`config.mk`:
```
export PLATFORM = sky130hd
export DESIGN_NAME = psw_core
export DESIGN_NICKNAME = d
export VERILOG_FILES = /design/src/hw/psw_pkg.sv /design/src/hw/psw_core.sv /design/src/hw/psw_ip_step.sv
export SDC_FILE = /design/constraint.sdc
export NUM_CORES = 1
export LEC_CHECK = 0
export ABC_CLOCK_PERIOD_IN_PS = 3400
export BUFFER_PORTS_ARGS = -buffer_cell sky130_fd_sc_hd__buf_2
export CAP_MARGIN = 20
export CORE_ASPECT_RATIO = 1.1
export CORE_MARGIN = 8
export CORE_UTILIZATION = 52
export CTS_BUF_LIST = sky130_fd_sc_hd__clkbuf_2 sky130_fd_sc_hd__clkbuf_4 sky130_fd_sc_hd__clkbuf_8
export DETAILED_ROUTE_END_ITERATION = 8
export PLACE_DENSITY_LB_ADDON = 0.15
export SLEW_MARGIN = 0
export SYNTH_ARGS = -nofsm -noshare
export SYNTH_HDL_FRONTEND = slang
export SYNTH_HIERARCHICAL = 1
export SYNTH_SLANG_ARGS = --single-unit
```
`constraint.sdc`:
```
create_clock -name pclk -period 3.4 [get_ports pclk]
set_input_delay 0.68 -clock pclk [delete_from_list [all_inputs] [get_ports pclk]]
set_output_delay 0.68 -clock pclk [all_outputs]
set_load 0.05 [all_outputs]
```
`src/hw/psw_pkg.sv`:
```
// package for the instruction pointer and processor state word block
// assumes an apb slave with 32-bit data and byte addresses
`default_nettype none
package psw_pkg;
    // register byte offsets on the apb bus
    localparam logic [3:0] PSW_OFF_IP = 4'h0; // instruction pointer, read only
    localparam logic [3:0] PSW_OFF_STATE = 4'h4; // processor state word, read/write
    localparam logic [3:0] PSW_OFF_STEP = 4'h8; // write any value: advance pointer
    localparam logic [3:0] PSW_OFF_LOAD = 4'hc; // write: load pointer (branch target)
    localparam logic [3:0] PSW_OFF_TRAP = 4'h0; // unused alias guard
    // state word field positions
    localparam int PSW_B_ACARRY = 31;
    localparam int PSW_B_AWRAP = 30;
    localparam int PSW_B_AZDIV = 29;
    localparam int PSW_B_IWTRAP = 28;
    localparam int PSW_B_STEP = 27;
    localparam int PSW_B_KIND_HI = 26;
    localparam int PSW_B_KIND_LO = 25;
    localparam int PSW_B_INORDER = 24;
    localparam int PSW_B_DCARRY = 23;
    localparam int PSW_B_DWRAP = 22;
    localparam int PSW_B_DZDIV = 21;
    localparam int PSW_B_ZDTRAP = 20;
    localparam int PSW_B_FPUNDER = 19;
    localparam int PSW_B_FPOVER = 18;
    localparam int PSW_B_FPBAD = 17;
    localparam int PSW_B_FPZDIV = 16;
    localparam int PSW_B_FPTRAP = 15;
    localparam int PSW_B_SMTRAP = 14;
    localparam int PSW_B_IEEE = 13;
    // bits that hold any function; bits 12..0 are unused
    localparam logic [31:0] PSW_USED_MASK = 32'hffff_e000;
    // reset values
    localparam logic [31:0] PSW_RST_STATE = 32'h0000_0000;
    localparam logic [31:0] PSW_RST_IP = 32'h0000_0000;
    // pointer top bit selects the increment span
    localparam int PSW_IP_SEG_BIT = 31;
    // frame kinds
    typedef enum logic [1:0] {
        PSW_KIND_CTX = 2'h0,
        PSW_KIND_EXT = 2'h1,
        PSW_KIND_LONG = 2'h2,
        PSW_KIND_SHORT = 2'h3
    } psw_kind_t;
endpackage : psw_pkg
`default_nettype wire
```
`src/hw/psw_core.sv`:
```
// instruction pointer and processor state word, with apb access
// assumes apb master per the protocol; datapath event inputs are one-cycle pulses
//
// Decided for this implementation: the placing of the registers and the APB register port.
`default_nettype none
module psw_core (
    input wire logic pclk, // 200 mhz clock
    input wire logic presetn, // async reset, active low
    input wire logic psel, // apb select
    input wire logic penable, // apb access phase
    input wire logic pwrite, // apb direction
    input wire logic [31:0] paddr, // apb byte address
    input wire logic [31:0] pwdata, // apb write data
    output logic [31:0] prdata, // apb read data
    output logic pready, // apb ready
    output logic pslverr, // apb error on unmapped address
    input wire logic insn_done, // pulse: instruction retired, pointer advances
    input wire logic a_carry_ev, // pulse: address carry/compare update
    input wire logic a_carry_val, // carry or compare result
    input wire logic a_wrap_ev, // pulse: address integer overflow
    input wire logic a_zdiv_ev, // pulse: address zero divisor
    input wire logic d_carry_ev, // pulse: data carry/compare update
    input wire logic d_carry_val, // carry or compare result
    input wire logic d_wrap_ev, // pulse: data integer overflow
    input wire logic d_zdiv_ev, // pulse: data zero divisor
    input wire logic fp_under_ev, // pulse: fp underflow
    input wire logic fp_over_ev, // pulse: fp overflow
    input wire logic fp_bad_ev, // pulse: fp reserved operand / inf / nan
    input wire logic fp_zdiv_ev, // pulse: fp zero divisor
    input wire logic frame_ev, // pulse: call/trap/fault made a frame
    input wire logic [1:0] frame_kind, // kind of that frame
    input wire logic [1:0] stacked_kind, // kind bits of the stacked word at return
    input wire logic cur_ring_zero, // current ring is ring 0
    input wire logic ret_req, // pulse: plain return requested
    input wire logic ctx_ret_req, // pulse: context unwind return requested
    input wire logic step_ret, // pulse: trace handler returned
    output logic int_trap, // integer overflow trap request, level
    output logic zdiv_trap, // zero divisor trap request, level
    output logic fp_trap, // floating-point trap request, level
    output logic under_trap, // underflow trap request, level
    output logic trace_trap, // trace trap pulse after a traced instruction
    output logic in_order, // issue waits for previous completion
    output logic ieee_mode, // floating-point format select
    output logic flush_under_zero, // underflowing results deliver true zero
    output logic ret_fault, // pulse: return with illegal kind or ring
    output logic [1:0] unwind_kind // frame kind used by the last return that did not fault
);
    // processor state
    logic [31:0] ip_r; // instruction pointer
    logic [31:0] psw_r; // state word
    logic [31:0] psw_nxt; // next state word
    logic [31:0] ip_step; // pointer after advance
    logic trace_r; // trace trap pulse
    logic ret_fault_r; // return fault pulse
    logic [1:0] unwind_r; // kind of the last unwind

    // trace sequencing: running, or holding while the handler runs until it returns
    typedef enum logic [1:0] {
        PSW_TR_RUN = 2'b01,
        PSW_TR_HOLD = 2'b10
    } psw_tr_t;
    psw_tr_t tr_st_r;

    psw_ip_step u_step (
        .cur_ip(ip_r),
        .next_ip(ip_step)
    );

    // apb decode
    wire acc = psel && penable;
    wire wr_acc = acc && pwrite;
    wire [3:0] off = paddr[3:0];
    wire hit_ip = (paddr[31:4] == 28'h0) && (off == psw_pkg::PSW_OFF_IP);
    wire hit_state = (paddr[31:4] == 28'h0) && (off == psw_pkg::PSW_OFF_STATE);
    wire hit_step = (paddr[31:4] == 28'h0) && (off == psw_pkg::PSW_OFF_STEP);
    wire hit_load = (paddr[31:4] == 28'h0) && (off == psw_pkg::PSW_OFF_LOAD);
    wire mapped = hit_ip || hit_state || hit_step || hit_load;
    wire wr_state = wr_acc && hit_state;
    wire advance = insn_done || (wr_acc && hit_step);

    // single-cycle slave: no wait states
    assign pready = 1'b1;
    assign pslverr = acc && !mapped;
    assign prdata = !psel ? 32'h0 :
        hit_ip ? {ip_r[31:1], 1'b0} :
        hit_state ? (psw_r & psw_pkg::PSW_USED_MASK) : 32'h0;

    // state word next value; events override the software write so none is lost
    always_comb begin
        psw_nxt = wr_state ? (pwdata & psw_pkg::PSW_USED_MASK) : psw_r;
        if (a_carry_ev) begin
            psw_nxt[psw_pkg::PSW_B_ACARRY] = a_carry_val;
        end
        if (d_carry_ev) begin
            psw_nxt[psw_pkg::PSW_B_DCARRY] = d_carry_val;
        end
        if (a_wrap_ev) begin
            psw_nxt[psw_pkg::PSW_B_AWRAP] = 1'b1;
        end
        if (a_zdiv_ev) begin
            psw_nxt[psw_pkg::PSW_B_AZDIV] = 1'b1;
        end
        if (d_wrap_ev) begin
            psw_nxt[psw_pkg::PSW_B_DWRAP] = 1'b1;
        end
        if (d_zdiv_ev) begin
            psw_nxt[psw_pkg::PSW_B_DZDIV] = 1'b1;
        end
        if (fp_under_ev) begin
            psw_nxt[psw_pkg::PSW_B_FPUNDER] = 1'b1;
        end
        if (fp_over_ev) begin
            psw_nxt[psw_pkg::PSW_B_FPOVER] = 1'b1;
        end
        if (fp_bad_ev) begin
            psw_nxt[psw_pkg::PSW_B_FPBAD] = 1'b1;
        end
        if (fp_zdiv_ev) begin
            psw_nxt[psw_pkg::PSW_B_FPZDIV] = 1'b1;
        end
        if (frame_ev) begin
            psw_nxt[psw_pkg::PSW_B_KIND_HI:psw_pkg::PSW_B_KIND_LO] = frame_kind;
        end
    end

    // state word register
    always_ff @(posedge pclk or negedge presetn) begin
        if (!presetn) begin
            psw_r <= psw_pkg::PSW_RST_STATE;
        end else begin
            psw_r <= psw_nxt;
        end
    end

    // pointer: software load wins over advance; bit 0 kept clear
    always_ff @(posedge pclk or negedge presetn) begin
        if (!presetn) begin
            ip_r <= psw_pkg::PSW_RST_IP;
        end else if (wr_acc && hit_load) begin
            ip_r <= {pwdata[31:1], 1'b0};
        end else if (advance) begin
            ip_r <= ip_step;
        end
    end

    // trap requests from enables and sticky flags
    assign int_trap = psw_r[psw_pkg::PSW_B_IWTRAP] &&
        (psw_r[psw_pkg::PSW_B_DWRAP] || psw_r[psw_pkg::PSW_B_AWRAP]);
    assign zdiv_trap = psw_r[psw_pkg::PSW_B_ZDTRAP] &&
        (psw_r[psw_pkg::PSW_B_DZDIV] || psw_r[psw_pkg::PSW_B_AZDIV]);
    assign fp_trap = psw_r[psw_pkg::PSW_B_FPTRAP] && (psw_r[psw_pkg::PSW_B_FPOVER] ||
        psw_r[psw_pkg::PSW_B_FPBAD] || psw_r[psw_pkg::PSW_B_FPZDIV]);
    assign under_trap = psw_r[psw_pkg::PSW_B_SMTRAP] && psw_r[psw_pkg::PSW_B_FPUNDER];
    assign flush_under_zero = 1'b1; // underflow always yields true zero
    assign ieee_mode = psw_r[psw_pkg::PSW_B_IEEE];
    // tracing only behaves if issue is serialised, so tracing forces it too
    assign in_order = psw_r[psw_pkg::PSW_B_INORDER] || psw_r[psw_pkg::PSW_B_STEP];
    assign trace_trap = trace_r;
    assign ret_fault = ret_fault_r;
    assign unwind_kind = unwind_r;

    // trace: one instruction after the handler returns, then trap again
    wire step_on = psw_r[psw_pkg::PSW_B_STEP];
    always_ff @(posedge pclk or negedge presetn) begin
        if (!presetn) begin
            tr_st_r <= PSW_TR_RUN;
            trace_r <= 1'b0;
        end else begin
            trace_r <= 1'b0;
            unique case (tr_st_r)
                PSW_TR_RUN: begin
                    if (step_on && insn_done) begin
                        trace_r <= 1'b1;
                        tr_st_r <= PSW_TR_HOLD;
                    end
                end
                PSW_TR_HOLD: begin
                    // handler running; resume on its return
                    if (step_ret || !step_on) begin
                        tr_st_r <= PSW_TR_RUN;
                    end
                end
            endcase
        end
    end

    // return checking: context block needs ring 0 and the context return op
    wire ctx_kind = (stacked_kind == psw_pkg::PSW_KIND_CTX);
    wire bad_ret = (ret_req && ctx_kind) ||
        (ctx_ret_req && (!ctx_kind || !cur_ring_zero));
    always_ff @(posedge pclk or negedge presetn) begin
        if (!presetn) begin
            ret_fault_r <= 1'b0;
            unwind_r <= 2'h0;
        end else begin
            ret_fault_r <= bad_ret;
            if ((ret_req || ctx_ret_req) && !bad_ret) begin
                unwind_r <= stacked_kind;
            end
        end
    end
endmodule : psw_core
`default_nettype wire

```
`src/hw/psw_ip_step.sv`:
```
// next-address adder for the instruction pointer
// assumes the caller registers the result; purely combinational
`default_nettype none
module psw_ip_step (
    input wire logic [31:0] cur_ip, // current pointer
    output logic [31:0] next_ip // pointer of the following instruction
);
    // bit 0 is never used, so the adder works on bit 1 upward
    logic [29:0] wide_sum; // bits 30..1 plus one
    logic [27:0] narrow_sum; // bits 28..1 plus one

    assign wide_sum = cur_ip[30:1] + 30'h1;
    assign narrow_sum = cur_ip[28:1] + 28'h1;

    // carries out of the span are dropped so upper bits hold still
    assign next_ip = cur_ip[psw_pkg::PSW_IP_SEG_BIT]
        ? {cur_ip[31], wide_sum, 1'b0}
        : {cur_ip[31:29], narrow_sum, 1'b0};
endmodule : psw_ip_step
`default_nettype wire

```
* Word level (Yosys, flattened, before mapping)
Cells that the tools add are included.
Storage, ports and cells: register bits after elaboration 57, bits in latches 0, RAM bits 0, memory bits (read-only) 0, bits of input ports 91, output and inout bits 45, logic and storage cells 104, memories kept 0
Cells by class: add/sub/neg operators 2, $mul 0, div/mod/pow operators 0, $lt $le $gt $ge 0, equality and inequality tests 7, shift-type cells 0, mux-type cells 23, bitwise operators 0, reductions and logical operators 54
Operators with widths (count):
- 2-to-1 mux 32 bit | 7
- adder 30 x 1 -> 30 bit, second input constant | 1
- adder 28 x 1 -> 28 bit, second input constant | 1
- logical NOT 28 bit | 1
- nonzero test 2 bit | 13
- logical AND 1 bit | 18
- logical OR 1 bit | 13
- 2-to-1 mux 1 bit | 12
- == test 4 bit, second input constant | 2
- 2-to-1 mux 2 bit | 3
- logical NOT 1 bit | 5
- == test 4 x 3 -> 1 bit, second input constant | 1
- logical NOT 4 bit | 1
- != test 2 bit, second input constant | 2
- case mux 2 bit (2 select lines) | 1
- AND reduction 2 bit | 2
- == test 2 x 1 -> 1 bit, second input constant | 1
- == test 2 bit, second input constant | 1
- logical NOT 2 bit | 1

* Longest topological paths before layout
depth after elaboration 7, depth in mapped cells 8, gate-level depth less buffers 8

* By module
The synthesis kept the hierarchy.
Modules (own cells, without submodules):
- psw_core | instances 1, cells an instance 470, area each 4105.2 µm², sequential area each 1427.6 µm²
- psw_ip_step | instances 1, cells an instance 84, area each 613.1 µm², sequential area each 0.0 µm²

* Worst setup path after synthesis
Ideal clock, no wire load.
kind input to output, start point in paddr[22], end point out prdata[10], arrival 3.045 ns, data required time 2.720 ns, path slack -0.325 ns, stages 6, path buffers 2, path through nor4_2 and4_2 clkbuf_1 nand4b_1 clkbuf_1 nor3b_1
Between the ends: cells in the longest elaborated chain, start to end 4
Ends and longest elaborated chain:
- start, declared | line psw_core.sv:12 | input wire logic [31:0] paddr,
- logical NOT 28 bit | line psw_core.sv:73 | wire hit_ip = (paddr[31:4] == 28'h0) && (off == psw_pkg::PSW_OFF_IP);
- logical AND 1 bit | line psw_core.sv:73
- 2-to-1 mux 32 bit | line psw_core.sv:85 | hit_ip ? {ip_r[31:1], 1'b0} :
- 2-to-1 mux 32 bit | line psw_core.sv:84 | assign prdata = !psel ? 32'h0 :
- end, declared | line psw_core.sv:14 | output logic [31:0] prdata,
Every way passes these cells.

* Final worst setup path
start point in paddr[22], end point out prdata[8]
Same word-level chain as after synthesis.

==> results.sh <==
export IMPL_grt_antenna_before_repair=0
export IMPL_period_minus_slack_ps=3170
export IMPL_reg2reg_from="ip_r[14]$_DFFE_PN0P_"
export IMPL_ir_drop_uv=191
export IMPL_tns_ps=0
export IMPL_grt_overflow=0
export IMPL_grt_first_pass_wirelength_mm=23.8
export IMPL_drc=0
export IMPL_die_area_um2=12200
export IMPL_ant_nets=0
export IMPL_io_buffers=131
export IMPL_grt_usage_pct=23.3
export IMPL_wl_per_cell_um=18.9
export IMPL_cts_htree_levels=2
export IMPL_syn_area_um2=4650
export IMPL_die_x_um=106
export IMPL_critPathArrivalTime_ps=2490
export IMPL_cts_setup_buffers=0
export IMPL_cts_sinks=56
export IMPL_drv_slew=0
export IMPL_nets=737
export IMPL_clock_fmax_ghz=0.316
export IMPL_total_leakage_power_uw=0.00222
export IMPL_p_per_area_nw_per_um2=365
export IMPL_tightest_slew_ps=706
export IMPL_drive_above_1_share_pct=28.8
export IMPL_worst_slack_ps=232
export IMPL_ff2ff_setup_slack_ps=790
export IMPL_dp_slack_ps=250
export IMPL_stdcell_area_um2=5480
export IMPL_rsz0062_at_grt="no"
export IMPL_numCtsBuffers=5
export IMPL_cts_resized=0
export IMPL_start_kind="input pin"
export IMPL_insertedDiodeCount=0
export IMPL_critical_path_peak_fanout=31
export IMPL_clk_latency_ps=320
export IMPL_hold_viol_final=0
export IMPL_rr_worst_depth=7
export IMPL_initial_core_util_pct=52.9
export IMPL_postSynthAreaPerCell_um2=8.51
export IMPL_drt_iter0_markers=318
export IMPL_avgViaCountPerCell=6.34
export IMPL_drt_wl_total_mm=14.4
export IMPL_root_buffer="clkbuf_8"
export IMPL_ctsLongestPathBuffers=2
export IMPL_grt_max_degree=64
export IMPL_rows=36
export IMPL_r2r_end="ip_r[23]$_DFFE_PN0P_"
export IMPL_relSlewSlack_pct=52.9
export IMPL_dr_total_vias=4815
export IMPL_gp_congestion=0.832
export IMPL_area_delta_synth_final_pct=17.9
export IMPL_cts_tree="done"
export IMPL_first_global_vias=4989
export IMPL_crit_path_start="paddr[22]"
export IMPL_drv_cap=0
export IMPL_hp_class="input pin to asynchronous set/reset pin"
export IMPL_fin_skew_ps=10.5
export IMPL_required_ps=2720
export IMPL_coreArea_um2=8780
export IMPL_endpoint_kind="output port"
export IMPL_fin_crit_sh_pct=93.2
export IMPL_clk_pin_slew_ps=120
export IMPL_status="completed"
export IMPL_synth_warnings=6
export IMPL_fp_dieH_um=115
export IMPL_setup_viol=0
export IMPL_cts_hold_buf=0
export IMPL_pin_count=136
export IMPL_netlist_instances=546
export IMPL_placed_area_um2=5340
export IMPL_hpwl_mm=9.96
export IMPL_crit_type="input pin to output port"
export IMPL_drtPass1Iterations=5
[critical path, stage by stage]
cell and delay [ps]:
buf_2 100, nor4_2 380, and4_2 380, nand4b_1 110
buf_4 260, nor3b_1 260, buf_2 300
[cell type report]
cell class	count	area [um^2]
Fill cell	814	3310
Timing Repair Buffer	147	788
Tap cell	114	143
Inverter	38	143
Clock buffer	5	68.8
Clock inverter	3	42.5
Multi-Input combinational cell	397	2890
Sequential cell	56	1400
[flip-flops by register name, indices dropped and copies added, names as in the netlist]
| name | cells |
|---|---|
| trace_trap | 1 |
| tr_st_r | 2 |
| ip_r | 31 |
| ret_fault | 1 |
| unwind_kind | 2 |
| psw_r | 19 |
[worst max-delay path by stage]
stage	end	cells past startpoint
floorplan	prdata[10]	6
global placement	prdata[2]	7
detailed placement	prdata[8]	7
CTS	prdata[8]	7
global route	prdata[8]	7
finish	prdata[8]	7
[report_power, final]
group	internal, uW	switching, uW
clock network	219	249
registers	751	133
logic	311	337
[per-stage QoR]
stage / cells / power, uW / hold slack, ps / utilization, %
3_5_place_dp: 751 / 1540 / 501 / 60.8
6_report: 760 / 2000 / 324 / 62.3
5_1_grt: 760 / 2120 / 345 / 62.3
4_1_cts: 759 / 2000 / 333 / 62.1
3_3_place_gp: 751 / 1510 / 490 / 60.8
2_1_floorplan: 547 / 1350 / 384 / -
[per-layer routing]
| metal | GRT usage (%) | share of wire (%) |
|---|---|---|
| met1 | 28.5 | 41 |
| met2 | 41.2 | 52 |
| met3 | 4.09 | 5.5 |
| met4 | 6.20 | 0.96 |
| met5 | 0 | 0 |
[layout by cell type, fill, tap and decap left out, types with 5 or more instances in the layout]
cell type / n
a211o_1: 8
or4_1: 33
nand3_1: 12
mux2i_1: 19
clkbuf_8: 5
nand4_1: 13
o31a_1: 9
mux2_2: 9
nand2_1: 15
nor2b_1: 35
nor2_1: 28
a22oi_1: 31
nor3b_1: 11
a41oi_1: 31
o21ai_0: 31
nor4_1: 31
buf_2: 131
nor4_2: 8
inv_1: 38
xnor2_1: 25
buf_4: 15
dfrtp_1: 55
No activity file was read; power rests on OpenSTA's default activity.
